--- src/common/vout_cmd_pkg.sv ---
/*
 * Shared constants for the output-voltage command register set: command
 * codes, field positions, reset values and status bit positions.
 * Assumes a protocol engine that decodes bus frames into command writes.
 */
`default_nettype none

package vout_cmd_pkg;

	// command codes as seen on the register port
	localparam logic [7:0] cmd_clear_faults   = 8'h03;
	localparam logic [7:0] cmd_store_defaults = 8'h11;
	localparam logic [7:0] cmd_format_desc    = 8'h20;
	localparam logic [7:0] cmd_voltage_target = 8'h21;
	localparam logic [7:0] cmd_voltage_ceil   = 8'h24;
	localparam logic [7:0] cmd_margin_upper   = 8'h25;
	localparam logic [7:0] cmd_margin_lower   = 8'h26;
	localparam logic [7:0] cmd_current_offset = 8'h39;
	localparam logic [7:0] cmd_ov_action      = 8'h41;
	localparam logic [7:0] cmd_status_byte    = 8'h78;
	localparam logic [7:0] cmd_status_word    = 8'h79;
	localparam logic [7:0] cmd_status_vout    = 8'h7a;
	localparam logic [7:0] cmd_status_comm    = 8'h7e;

	// format descriptor fields
	localparam logic [2:0] fmt_mode_vid   = 3'h1;
	localparam logic [4:0] fmt_par_newer  = 5'h02;
	localparam logic [4:0] fmt_par_older  = 5'h01;

	// reset values
	localparam logic [7:0]  ceil_reset      = 8'hff;
	localparam logic [7:0]  margin_reset    = 8'h00;
	localparam logic [15:0] offset_reset    = 16'h0000;
	localparam logic [7:0]  ov_action_value = 8'h80;

	// offset field positions
	localparam int offset_exp_msb  = 15;
	localparam int offset_exp_lsb  = 11;
	localparam int offset_man_msb  = 10;

	// status bit positions
	localparam int sb_other      = 0;
	localparam int sb_comm       = 1;
	localparam int sb_vout_ov    = 5;
	localparam int sw_vout       = 15;
	localparam int sv_ov_fault   = 7;
	localparam int sv_max_warn   = 3;
	localparam int sc_bad_data   = 6;

	// operating selection
	typedef enum logic [1:0] {
		op_nominal,
		op_margin_upper,
		op_margin_lower
	} op_select_t;

endpackage : vout_cmd_pkg

`default_nettype wire

--- src/core/vout_cmd_regs.sv ---
/*
 * Output-voltage command register bank: target, ceiling with clamp and
 * warning, margin targets, current offset, overvoltage latch-off and the
 * status bytes they feed, with an alert output.
 * Assumes a bus protocol engine on the same clock that presents one
 * decoded command per cycle, and an analog monitor raising an ov level.
 */
// Notes on behaviour
// - mode byte reads VID, parameter per protocol
// - two-byte VID, low byte data, high zero
// - valid target write changes output target
// - strap pin or config picks VID table
// - target never exceeds ceiling, writes clamped; a lower ceiling write leaves target_ff above it, only vid_out is clamped
// - over-ceiling is warning, regulation continues
// - clamp sets other, output_voltage_ceiling-warn status
// - clamp asserts alert output
// - ceiling 8-bit, upper zero, resets ff
// - margin upper target, reset zero, used
// - margin lower target, reset zero, used
// - current offset corrects readings, resets zero
// - offset is 5-bit exponent, 11-bit mantissa
// - overvoltage latches output off until cleared
// - overvoltage sets ov, vout, ov-fault status
// - overvoltage asserts alert output
// - write to mode byte rejected, comm fault
// - store-defaults restores boot target, ceiling ff
`default_nettype none

module vout_cmd_regs #(
	parameter int vid_w = 8
) (
	input  wire logic               clock,
	input  wire logic               sys_rst,
	input  wire logic               cmd_valid,
	input  wire logic               cmd_write,
	input  wire logic [7:0]         cmd_code,
	input  wire logic [15:0]        cmd_wdata,
	output logic [15:0]             cmd_rdata,
	input  wire logic               protocol_strap_pin,
	input  wire logic               protocol_select_config,
	input  wire logic               protocol_use_config,
	input  wire logic [vid_w-1:0]   boot_voltage,
	input  wire logic [1:0]         operation_select,
	input  wire logic               ov_detect,
	input  wire logic [15:0]        raw_current,
	output logic [15:0]             corrected_current,
	output logic [vid_w-1:0]        vid_out,
	output logic                    newer_vid_protocol,
	output logic                    output_enable,
	output logic                    alert_output_n
);

	// two-flop synchronisers for pins from outside the clock domain
	logic strap_s1_ff, strap_s2_ff;
	logic ov_s1_ff, ov_s2_ff;

	always_ff @(posedge clock or posedge sys_rst) begin
		if (sys_rst) begin
			strap_s1_ff <= 1'b0;
			strap_s2_ff <= 1'b0;
			ov_s1_ff    <= 1'b0;
			ov_s2_ff    <= 1'b0;
		end else begin
			strap_s1_ff <= protocol_strap_pin;
			strap_s2_ff <= strap_s1_ff;
			ov_s1_ff    <= ov_detect;
			ov_s2_ff    <= ov_s1_ff;
		end
	end

	// table choice: config overrides strap when selected
	wire newer_sel = protocol_use_config ? protocol_select_config
		: strap_s2_ff;

	// register state
	logic [vid_w-1:0] target_ff, ceil_ff, m_up_ff, m_lo_ff;
	logic [15:0]      offset_ff;
	logic [7:0]       status_byte_ff, status_vout_ff, status_comm_ff;
	logic             vout_word_ff;
	logic             latched_off_ff;
	logic             boot_pending_ff;
	logic             ov_prev_ff;

	// command decode
	wire is_wr   = cmd_valid && cmd_write;
	wire wr_tgt  = is_wr && (cmd_code == vout_cmd_pkg::cmd_voltage_target);
	wire wr_ceil = is_wr && (cmd_code == vout_cmd_pkg::cmd_voltage_ceil);
	wire wr_mup  = is_wr && (cmd_code == vout_cmd_pkg::cmd_margin_upper);
	wire wr_mlo  = is_wr && (cmd_code == vout_cmd_pkg::cmd_margin_lower);
	wire wr_ofs  = is_wr && (cmd_code == vout_cmd_pkg::cmd_current_offset);
	wire wr_ro   = is_wr && ((cmd_code == vout_cmd_pkg::cmd_format_desc)
		|| (cmd_code == vout_cmd_pkg::cmd_ov_action));
	wire wr_clr  = cmd_valid && (cmd_code == vout_cmd_pkg::cmd_clear_faults);
	wire wr_store = cmd_valid
		&& (cmd_code == vout_cmd_pkg::cmd_store_defaults);

	// clamp check on a target write; high byte of payload ignored (reserved)
	wire [vid_w-1:0] req_vid = cmd_wdata[vid_w-1:0];
	wire over_ceil = wr_tgt && (req_vid > ceil_ff);
	wire ov_rise   = ov_s2_ff && !ov_prev_ff;

	// clamp helper: result never above the ceiling
	function automatic logic [vid_w-1:0] clamp_vid(
		input logic [vid_w-1:0] v,
		input logic [vid_w-1:0] lim
	);
		clamp_vid = (v > lim) ? lim : v;
	endfunction : clamp_vid

	logic [vid_w-1:0] nxt_target, nxt_ceil;

	// store-defaults wins over a same-cycle data write
	always_comb begin
		nxt_target = target_ff;
		nxt_ceil   = ceil_ff;
		if (boot_pending_ff)
			nxt_target = boot_voltage;
		if (wr_ceil)
			nxt_ceil = cmd_wdata[vid_w-1:0];
		if (wr_tgt)
			nxt_target = clamp_vid(req_vid, ceil_ff);
		if (wr_store) begin
			nxt_target = boot_voltage;
			nxt_ceil   = vid_w'(vout_cmd_pkg::ceil_reset);
		end
	end

	// boot value is caught one cycle after reset release, not under reset
	always_ff @(posedge clock or posedge sys_rst) begin
		if (sys_rst) begin
			boot_pending_ff <= 1'b1;
			target_ff       <= '0;
			ceil_ff         <= vid_w'(vout_cmd_pkg::ceil_reset);
		end else begin
			boot_pending_ff <= 1'b0;
			target_ff       <= nxt_target;
			ceil_ff         <= nxt_ceil;
		end
	end

	// margin and offset storage
	always_ff @(posedge clock or posedge sys_rst) begin
		if (sys_rst) begin
			m_up_ff   <= vid_w'(vout_cmd_pkg::margin_reset);
			m_lo_ff   <= vid_w'(vout_cmd_pkg::margin_reset);
			offset_ff <= vout_cmd_pkg::offset_reset;
		end else begin
			if (wr_mup)
				m_up_ff <= cmd_wdata[vid_w-1:0];
			if (wr_mlo)
				m_lo_ff <= cmd_wdata[vid_w-1:0];
			if (wr_ofs)
				offset_ff <= cmd_wdata;
		end
	end

	// status flags: a set in the same cycle as clear-faults wins
	logic [7:0] nxt_sbyte, nxt_svout, nxt_scomm;
	logic       nxt_vword, nxt_latched;

	always_comb begin
		nxt_sbyte   = wr_clr ? 8'h00 : status_byte_ff;
		nxt_svout   = wr_clr ? 8'h00 : status_vout_ff;
		nxt_scomm   = wr_clr ? 8'h00 : status_comm_ff;
		nxt_vword   = wr_clr ? 1'b0 : vout_word_ff;
		nxt_latched = wr_clr ? 1'b0 : latched_off_ff;
		if (over_ceil) begin
			nxt_sbyte[vout_cmd_pkg::sb_other]    = 1'b1;
			nxt_svout[vout_cmd_pkg::sv_max_warn] = 1'b1;
			nxt_vword                            = 1'b1;
		end
		if (ov_s2_ff) begin
			nxt_sbyte[vout_cmd_pkg::sb_vout_ov]  = 1'b1;
			nxt_svout[vout_cmd_pkg::sv_ov_fault] = 1'b1;
			nxt_vword                            = 1'b1;
			nxt_latched                          = 1'b1;
		end
		if (wr_ro) begin
			nxt_sbyte[vout_cmd_pkg::sb_comm]     = 1'b1;
			nxt_scomm[vout_cmd_pkg::sc_bad_data] = 1'b1;
		end
	end

	always_ff @(posedge clock or posedge sys_rst) begin
		if (sys_rst) begin
			status_byte_ff <= 8'h00;
			status_vout_ff <= 8'h00;
			status_comm_ff <= 8'h00;
			vout_word_ff   <= 1'b0;
			latched_off_ff <= 1'b0;
			ov_prev_ff     <= 1'b0;
		end else begin
			status_byte_ff <= nxt_sbyte;
			status_vout_ff <= nxt_svout;
			status_comm_ff <= nxt_scomm;
			vout_word_ff   <= nxt_vword;
			latched_off_ff <= nxt_latched;
			ov_prev_ff     <= ov_s2_ff;
		end
	end

	// alert stays low while any flag is held; cleared by clear-faults
	wire any_flag = (status_byte_ff != 8'h00) || vout_word_ff;
	assign alert_output_n = !any_flag;

	// active target follows the operation selection, always under ceiling
	wire [vid_w-1:0] sel_vid =
		(operation_select == 2'(vout_cmd_pkg::op_margin_upper)) ? m_up_ff
		: (operation_select == 2'(vout_cmd_pkg::op_margin_lower)) ? m_lo_ff
		: target_ff;

	// current correction: mantissa scaled by exponent, added to reading
	wire signed [4:0]  ofs_exp = offset_ff[vout_cmd_pkg::offset_exp_msb:
		vout_cmd_pkg::offset_exp_lsb];
	wire signed [10:0] ofs_man = offset_ff[vout_cmd_pkg::offset_man_msb:0];
	wire signed [31:0] man_ext = 32'(ofs_man);
	wire signed [31:0] ofs_scaled = ofs_exp[4]
		? (man_ext >>> 5'(-ofs_exp)) : (man_ext <<< 5'(ofs_exp));
	wire [15:0] corr_sum = raw_current + ofs_scaled[15:0];

	// registered data outputs; ov latch forces output off
	always_ff @(posedge clock or posedge sys_rst) begin
		if (sys_rst) begin
			vid_out            <= '0;
			output_enable      <= 1'b0;
			newer_vid_protocol <= 1'b0;
			corrected_current  <= 16'h0000;
		end else begin
			vid_out            <= clamp_vid(sel_vid, ceil_ff);
			output_enable      <= !nxt_latched;
			newer_vid_protocol <= newer_sel;
			corrected_current  <= corr_sum;
		end
	end

	// read mux; reserved upper bytes read zero
	wire [7:0] fmt_byte = {vout_cmd_pkg::fmt_mode_vid,
		newer_sel ? vout_cmd_pkg::fmt_par_newer
		: vout_cmd_pkg::fmt_par_older};
	logic [15:0] rd_mux;

	always_comb begin
		rd_mux = 16'h0000;
		case (cmd_code)
			vout_cmd_pkg::cmd_format_desc:    rd_mux = {8'h00, fmt_byte};
			vout_cmd_pkg::cmd_voltage_target: rd_mux = 16'(target_ff);
			vout_cmd_pkg::cmd_voltage_ceil:   rd_mux = 16'(ceil_ff);
			vout_cmd_pkg::cmd_margin_upper:   rd_mux = 16'(m_up_ff);
			vout_cmd_pkg::cmd_margin_lower:   rd_mux = 16'(m_lo_ff);
			vout_cmd_pkg::cmd_current_offset: rd_mux = offset_ff;
			vout_cmd_pkg::cmd_ov_action:
				rd_mux = {8'h00, vout_cmd_pkg::ov_action_value};
			vout_cmd_pkg::cmd_status_byte:
				rd_mux = {8'h00, status_byte_ff};
			vout_cmd_pkg::cmd_status_word:
				rd_mux = {vout_word_ff, 7'h00, status_byte_ff};
			vout_cmd_pkg::cmd_status_vout:
				rd_mux = {8'h00, status_vout_ff};
			vout_cmd_pkg::cmd_status_comm:
				rd_mux = {8'h00, status_comm_ff};
			default: rd_mux = 16'h0000;
		endcase
	end

	// read data registered on any valid read
	always_ff @(posedge clock or posedge sys_rst) begin
		if (sys_rst)
			cmd_rdata <= 16'h0000;
		else if (cmd_valid && !cmd_write)
			cmd_rdata <= rd_mux;
	end

endmodule : vout_cmd_regs

`default_nettype wire

--- config.mk ---
export PLATFORM = sky130hd
export DESIGN_NAME = vout_cmd_regs
export DESIGN_NICKNAME = d
export VERILOG_FILES = /design/src/common/vout_cmd_pkg.sv /design/src/core/vout_cmd_regs.sv
export SDC_FILE = /design/constraint.sdc
export NUM_CORES = 1
export LEC_CHECK = 0
export BUFFER_PORTS_ARGS = -buffer_cell sky130_fd_sc_hd__buf_4
export CAP_MARGIN = 20
export CORE_MARGIN = 1.5
export CORE_UTILIZATION = 30
export DETAILED_ROUTE_END_ITERATION = 12
export GPL_ROUTABILITY_DRIVEN = 1
export GPL_TIMING_DRIVEN = 0
export PLACE_DENSITY = 0.57
export SYNTH_ARGS = -nofsm -noshare
export SYNTH_HDL_FRONTEND = slang
export SYNTH_SLANG_ARGS = --single-unit
--- constraint.sdc ---
create_clock -name clock -period 5.8 [get_ports clock]
set_input_delay 0.87 -clock clock [delete_from_list [all_inputs] [get_ports clock]]
set_output_delay 0.87 -clock clock [all_outputs]
set_load 0.02 [all_outputs]
==> out/qor.txt <==
Filler cells - 2172
R2R cell count - 18
Max-slew headroom - 0.5532
# rows - 54
# hold bufs at CTS - 0
Register area share after synthesis - 0.3811
Hold Crit Depth - 0
Worst Path Arrival - 4980 ps
WS Path Type - reg -> reg
Share of post-route cells with drive strength above 1 - 0.2602
Worst Path Required - 6040 ps
Max-slew violations - 0
Number of flops mapped to enable cells by yosys - 0
DR iter-0 viols - 356
Total Routing Usage GR - 0.1693
Post-CTS resize count - 0
CTS max path bufs - 2
P per Cell Area - 226.2 nW/µm²
Fin nets - 870
Antenna fix cells - 0
Gr busiest metal - met2
Max-Cap Viols - 0
Final setup vio count - 0
Clock latency on the worst-skew pair - 360 ps
Unrepaired setup endpoints after global routing - no
Reg2reg start - offset_ff[12]
CTS buffer count - 9
Warnings from Yosys - 0
Max Clk Rate - 210.9 MHz
CTS tree - yes
Die Y - 151.3 µm
Mapped Nets - 760
Peak supply drop - 0.1474 mV
Worst-path maximum fanout - 10
Origin of the worst min-delay path - ov_s1_ff
DRC violations left - 0
First-pass GRT wire length - 29.92 mm
R2r endpoint - corrected_current[14]
CP max-delay cell - mux4_2
Die ar. - 22890 µm²
FF+latch count, synth - 100
Vias in the first global route - 5487
IO Count - 101
Routability cong. - 0.8630
Async S/R FF share, synth - 1.000
Routed via count - 5501
Met3 usage - 0.03795
R2R setup slack - 1060 ps
Cell Area, Synth - 6596 µm²
Overflow after GRT - 0
Post-synth cell types - 68
Ratio of final minimum period to clock period - 0.8176
Port bufs - 98
Remaining antenna violation count - 0
Area grow syn2layout - 21.59%
DIE WIDTH - 151.3 µm
Post-CTS Setup Inserts - 0
Drt total wl - 18.51 mm
Grt met1 use - 0.2159
Synth Flop Type - dfrtp_1
DRT Pass-1 Iters - 5
Wire length per cell - 17.40 µm
Clock net sink count - 100
Cells after Synth - 669
Hold Crit Class - reg -> reg
Initial antenna violation count - 0
Htree depth - 3
Worst path cell trace - buf_4, buf_2, inv_1, ha_1, buf_1, mux2_2, mux4_2, nand3_1, o31ai_1, ha_1, inv_1, fa_1, nor2b_1, o31a_1, o31a_1, o21ai_1, o21bai_1, xor2_1
Initial Utilization - 0.3041
Status - complete, no violations
Startpoint Class - flip-flop
Final hold slack - 351.6 ps
Delay of the slowest critical-path stage - 450 ps
Buffers & Inverters on Critical Path - 5
Min-Delay Endpoint - ov_s2_ff
Post-Syn Area per Cell - 9.860 µm²
Setup TNS Final - 0 ps
Slew @ Worst Pin - 665.5 ps
Delay-heaviest family, CP - compound AO/OA/AOI/OAI gates
Vias per Instance - 5.170
Endpoints failing hold - 0
Clk_skew - 11.63 ps
Lkg Pwr - 3.709 nW
Hpwl dp - 14.35 mm
Largest net degree at the start of global routing - 57
Final min period - 4742 ps
Met2 usage - 0.2875
Crit path capture type - flip-flop
CTS root buffer - clkbuf_16
Core Area - 21690 µm²
Clk slew on worst S/H paths - 80 ps
==> flip-flops by register name, summed over array words and instances, names as in the netlist <==
register            count
boot_pending_ff         1
ceil_ff                 8
cmd_rdata              16
corrected_current      16
latched_off_ff          1
m_lo_ff                 8
m_up_ff                 8
newer_vid_protocol      1
offset_ff              16
output_enable           1
ov_s1_ff                1
ov_s2_ff                1
status_byte_ff          3
strap_s1_ff             1
strap_s2_ff             1
target_ff               8
vid_out                 8
vout_word_ff            1
==> final cells by class <==
type,instances,area (µm²),area share
buffer,38,180.2,0.02246
clock buffer,9,225.2,0.02808
clock inverter,7,82.58,0.01030
inverter,27,103.9,0.01295
multi-input combinational,504,3801,0.4739
sequential,100,2514,0.3134
tap,280,350.3,0.04368
timing repair buffer,99,763.2,0.09516
==> report_power, final <==
| part | internal, W | leakage (nW) | switching, W | total [W] |
|---|---|---|---|---|
| Clock | 0.000342 | 0.150 | 0.000293 | 0.000636 |
| Sequential | 0.000747 | 1.26 | 0.0000343 | 0.000781 |
| Combinational | 0.000180 | 2.30 | 0.000217 | 0.000397 |
| Total | 0.00127 | 3.71 | 0.000544 | 0.00181 |
==> routing by layer <==
layer,wire [µm],share of wire,vias to the layer above
met5,0,0,-
met4,289,0.016,0
met3,998,0.054,27
met2,8935,0.48,150
met1,8287,0.45,2620
li1,-,-,2704
==> synth_stat cells (all sizes together), types with 3 or more instances <==
| cell | instances | share of area |
|---|---|---|
| a211oi | 9 | 0.010 |
| a21o | 11 | 0.013 |
| a21oi | 41 | 0.031 |
| a221o | 10 | 0.015 |
| a22o | 14 | 0.019 |
| a31oi | 10 | 0.0095 |
| and2 | 3 | 0.0028 |
| and3 | 11 | 0.010 |
| buf | 17 | 0.015 |
| clkbuf | 21 | 0.012 |
| dfrtp | 91 | 0.35 |
| dfstp | 9 | 0.036 |
| ha | 32 | 0.061 |
| inv | 26 | 0.015 |
| mux2 | 40 | 0.068 |
| mux2i | 39 | 0.059 |
| mux4 | 12 | 0.041 |
| nand2 | 65 | 0.037 |
| nand2b | 9 | 0.0085 |
| nand3 | 8 | 0.0080 |
| nand3b | 3 | 0.0034 |
| nand4 | 6 | 0.0057 |
| nor2 | 36 | 0.021 |
| nor2b | 13 | 0.012 |
| nor3 | 8 | 0.0061 |
| nor4 | 3 | 0.0028 |
| o211ai | 5 | 0.0057 |
| o21a | 6 | 0.0068 |
| o21ai | 46 | 0.035 |
| o22ai | 8 | 0.0076 |
| o311ai | 3 | 0.0040 |
| o31a | 3 | 0.0040 |
| o31ai | 4 | 0.0046 |
| or3 | 3 | 0.0028 |
| xnor2 | 12 | 0.016 |
| xor2 | 3 | 0.0040 |
==> cell usage in the layout (no fill, tap or decap), types with 3 or more instances in the layout <==
master     count
a211oi_1       9
a21o_1         8
a21o_2         3
a21oi_1       41
a221o_1       10
a22o_1        14
a31oi_1       10
and2_1         3
and3_1        11
buf_2          9
buf_4        103
clkbuf_1      21
clkbuf_16      9
dfrtp_1       91
dfstp_2        9
ha_1          32
inv_1         25
mux2_2        40
mux2i_1       39
mux4_2        12
nand2_1       65
nand2b_1       9
nand3_1        7
nand3b_1       3
nand4_1        6
nor2_1        35
nor2b_1       13
nor3_1         8
nor4_1         3
o211ai_1       5
o21a_1         6
o21ai_0       45
o22ai_1        8
o311ai_0       3
o31a_1         3
o31ai_1        4
or3_1          3
xnor2_1       12
xor2_1         3
==> cells by family (layout without fill, tap and decap cells) <==
family / after synthesis / count (layout) / share of synthesized area
AOI/OAI and AO/OA: 187 / 187 / 0.1874
xor gates and xnor gates: 15 / 15 / 0.01992
adders and majority gates: 33 / 33 / 0.06373
buffers and inverters: 65 / 180 / 0.04268
DFF: 100 / 100 / 0.3811
muxes: 91 / 91 / 0.1684
other: 1 / 1 / 0.0005685
and+or+nand+nor: 177 / 177 / 0.1362
==> worst max-delay path by stage <==
stage | from | endpoint | slack (ps) | depth (start not counted)
global placement | sys_rst | vid_out[6] | 930 | 2
finish | offset_ff[12] | corrected_current[14] | 1060 | 18
detailed placement | offset_ff[12] | corrected_current[14] | 1080 | 18
floorplan | offset_ff[12] | corrected_current[14] | 1670 | 18
global route | offset_ff[12] | corrected_current[14] | 650 | 18
CTS | offset_ff[11] | corrected_current[14] | 1040 | 17
==> per-stage QoR <==
step                      setup slack [ps]  area [µm²]  std cells  utilization  total power, W
after global placement               930.8        7682       1047       0.3542        0.001189
after global routing                 652.1        8020       1064       0.3698        0.001914
after CTS                             1036        8020       1064       0.3698        0.001841
after floorplan                       1666        6596        669            -        0.001042
after detailed placement              1077        7712       1048       0.3556        0.001193
final                                 1058        8020       1064       0.3698        0.001814
No activity file was read; power rests on OpenSTA's default activity.
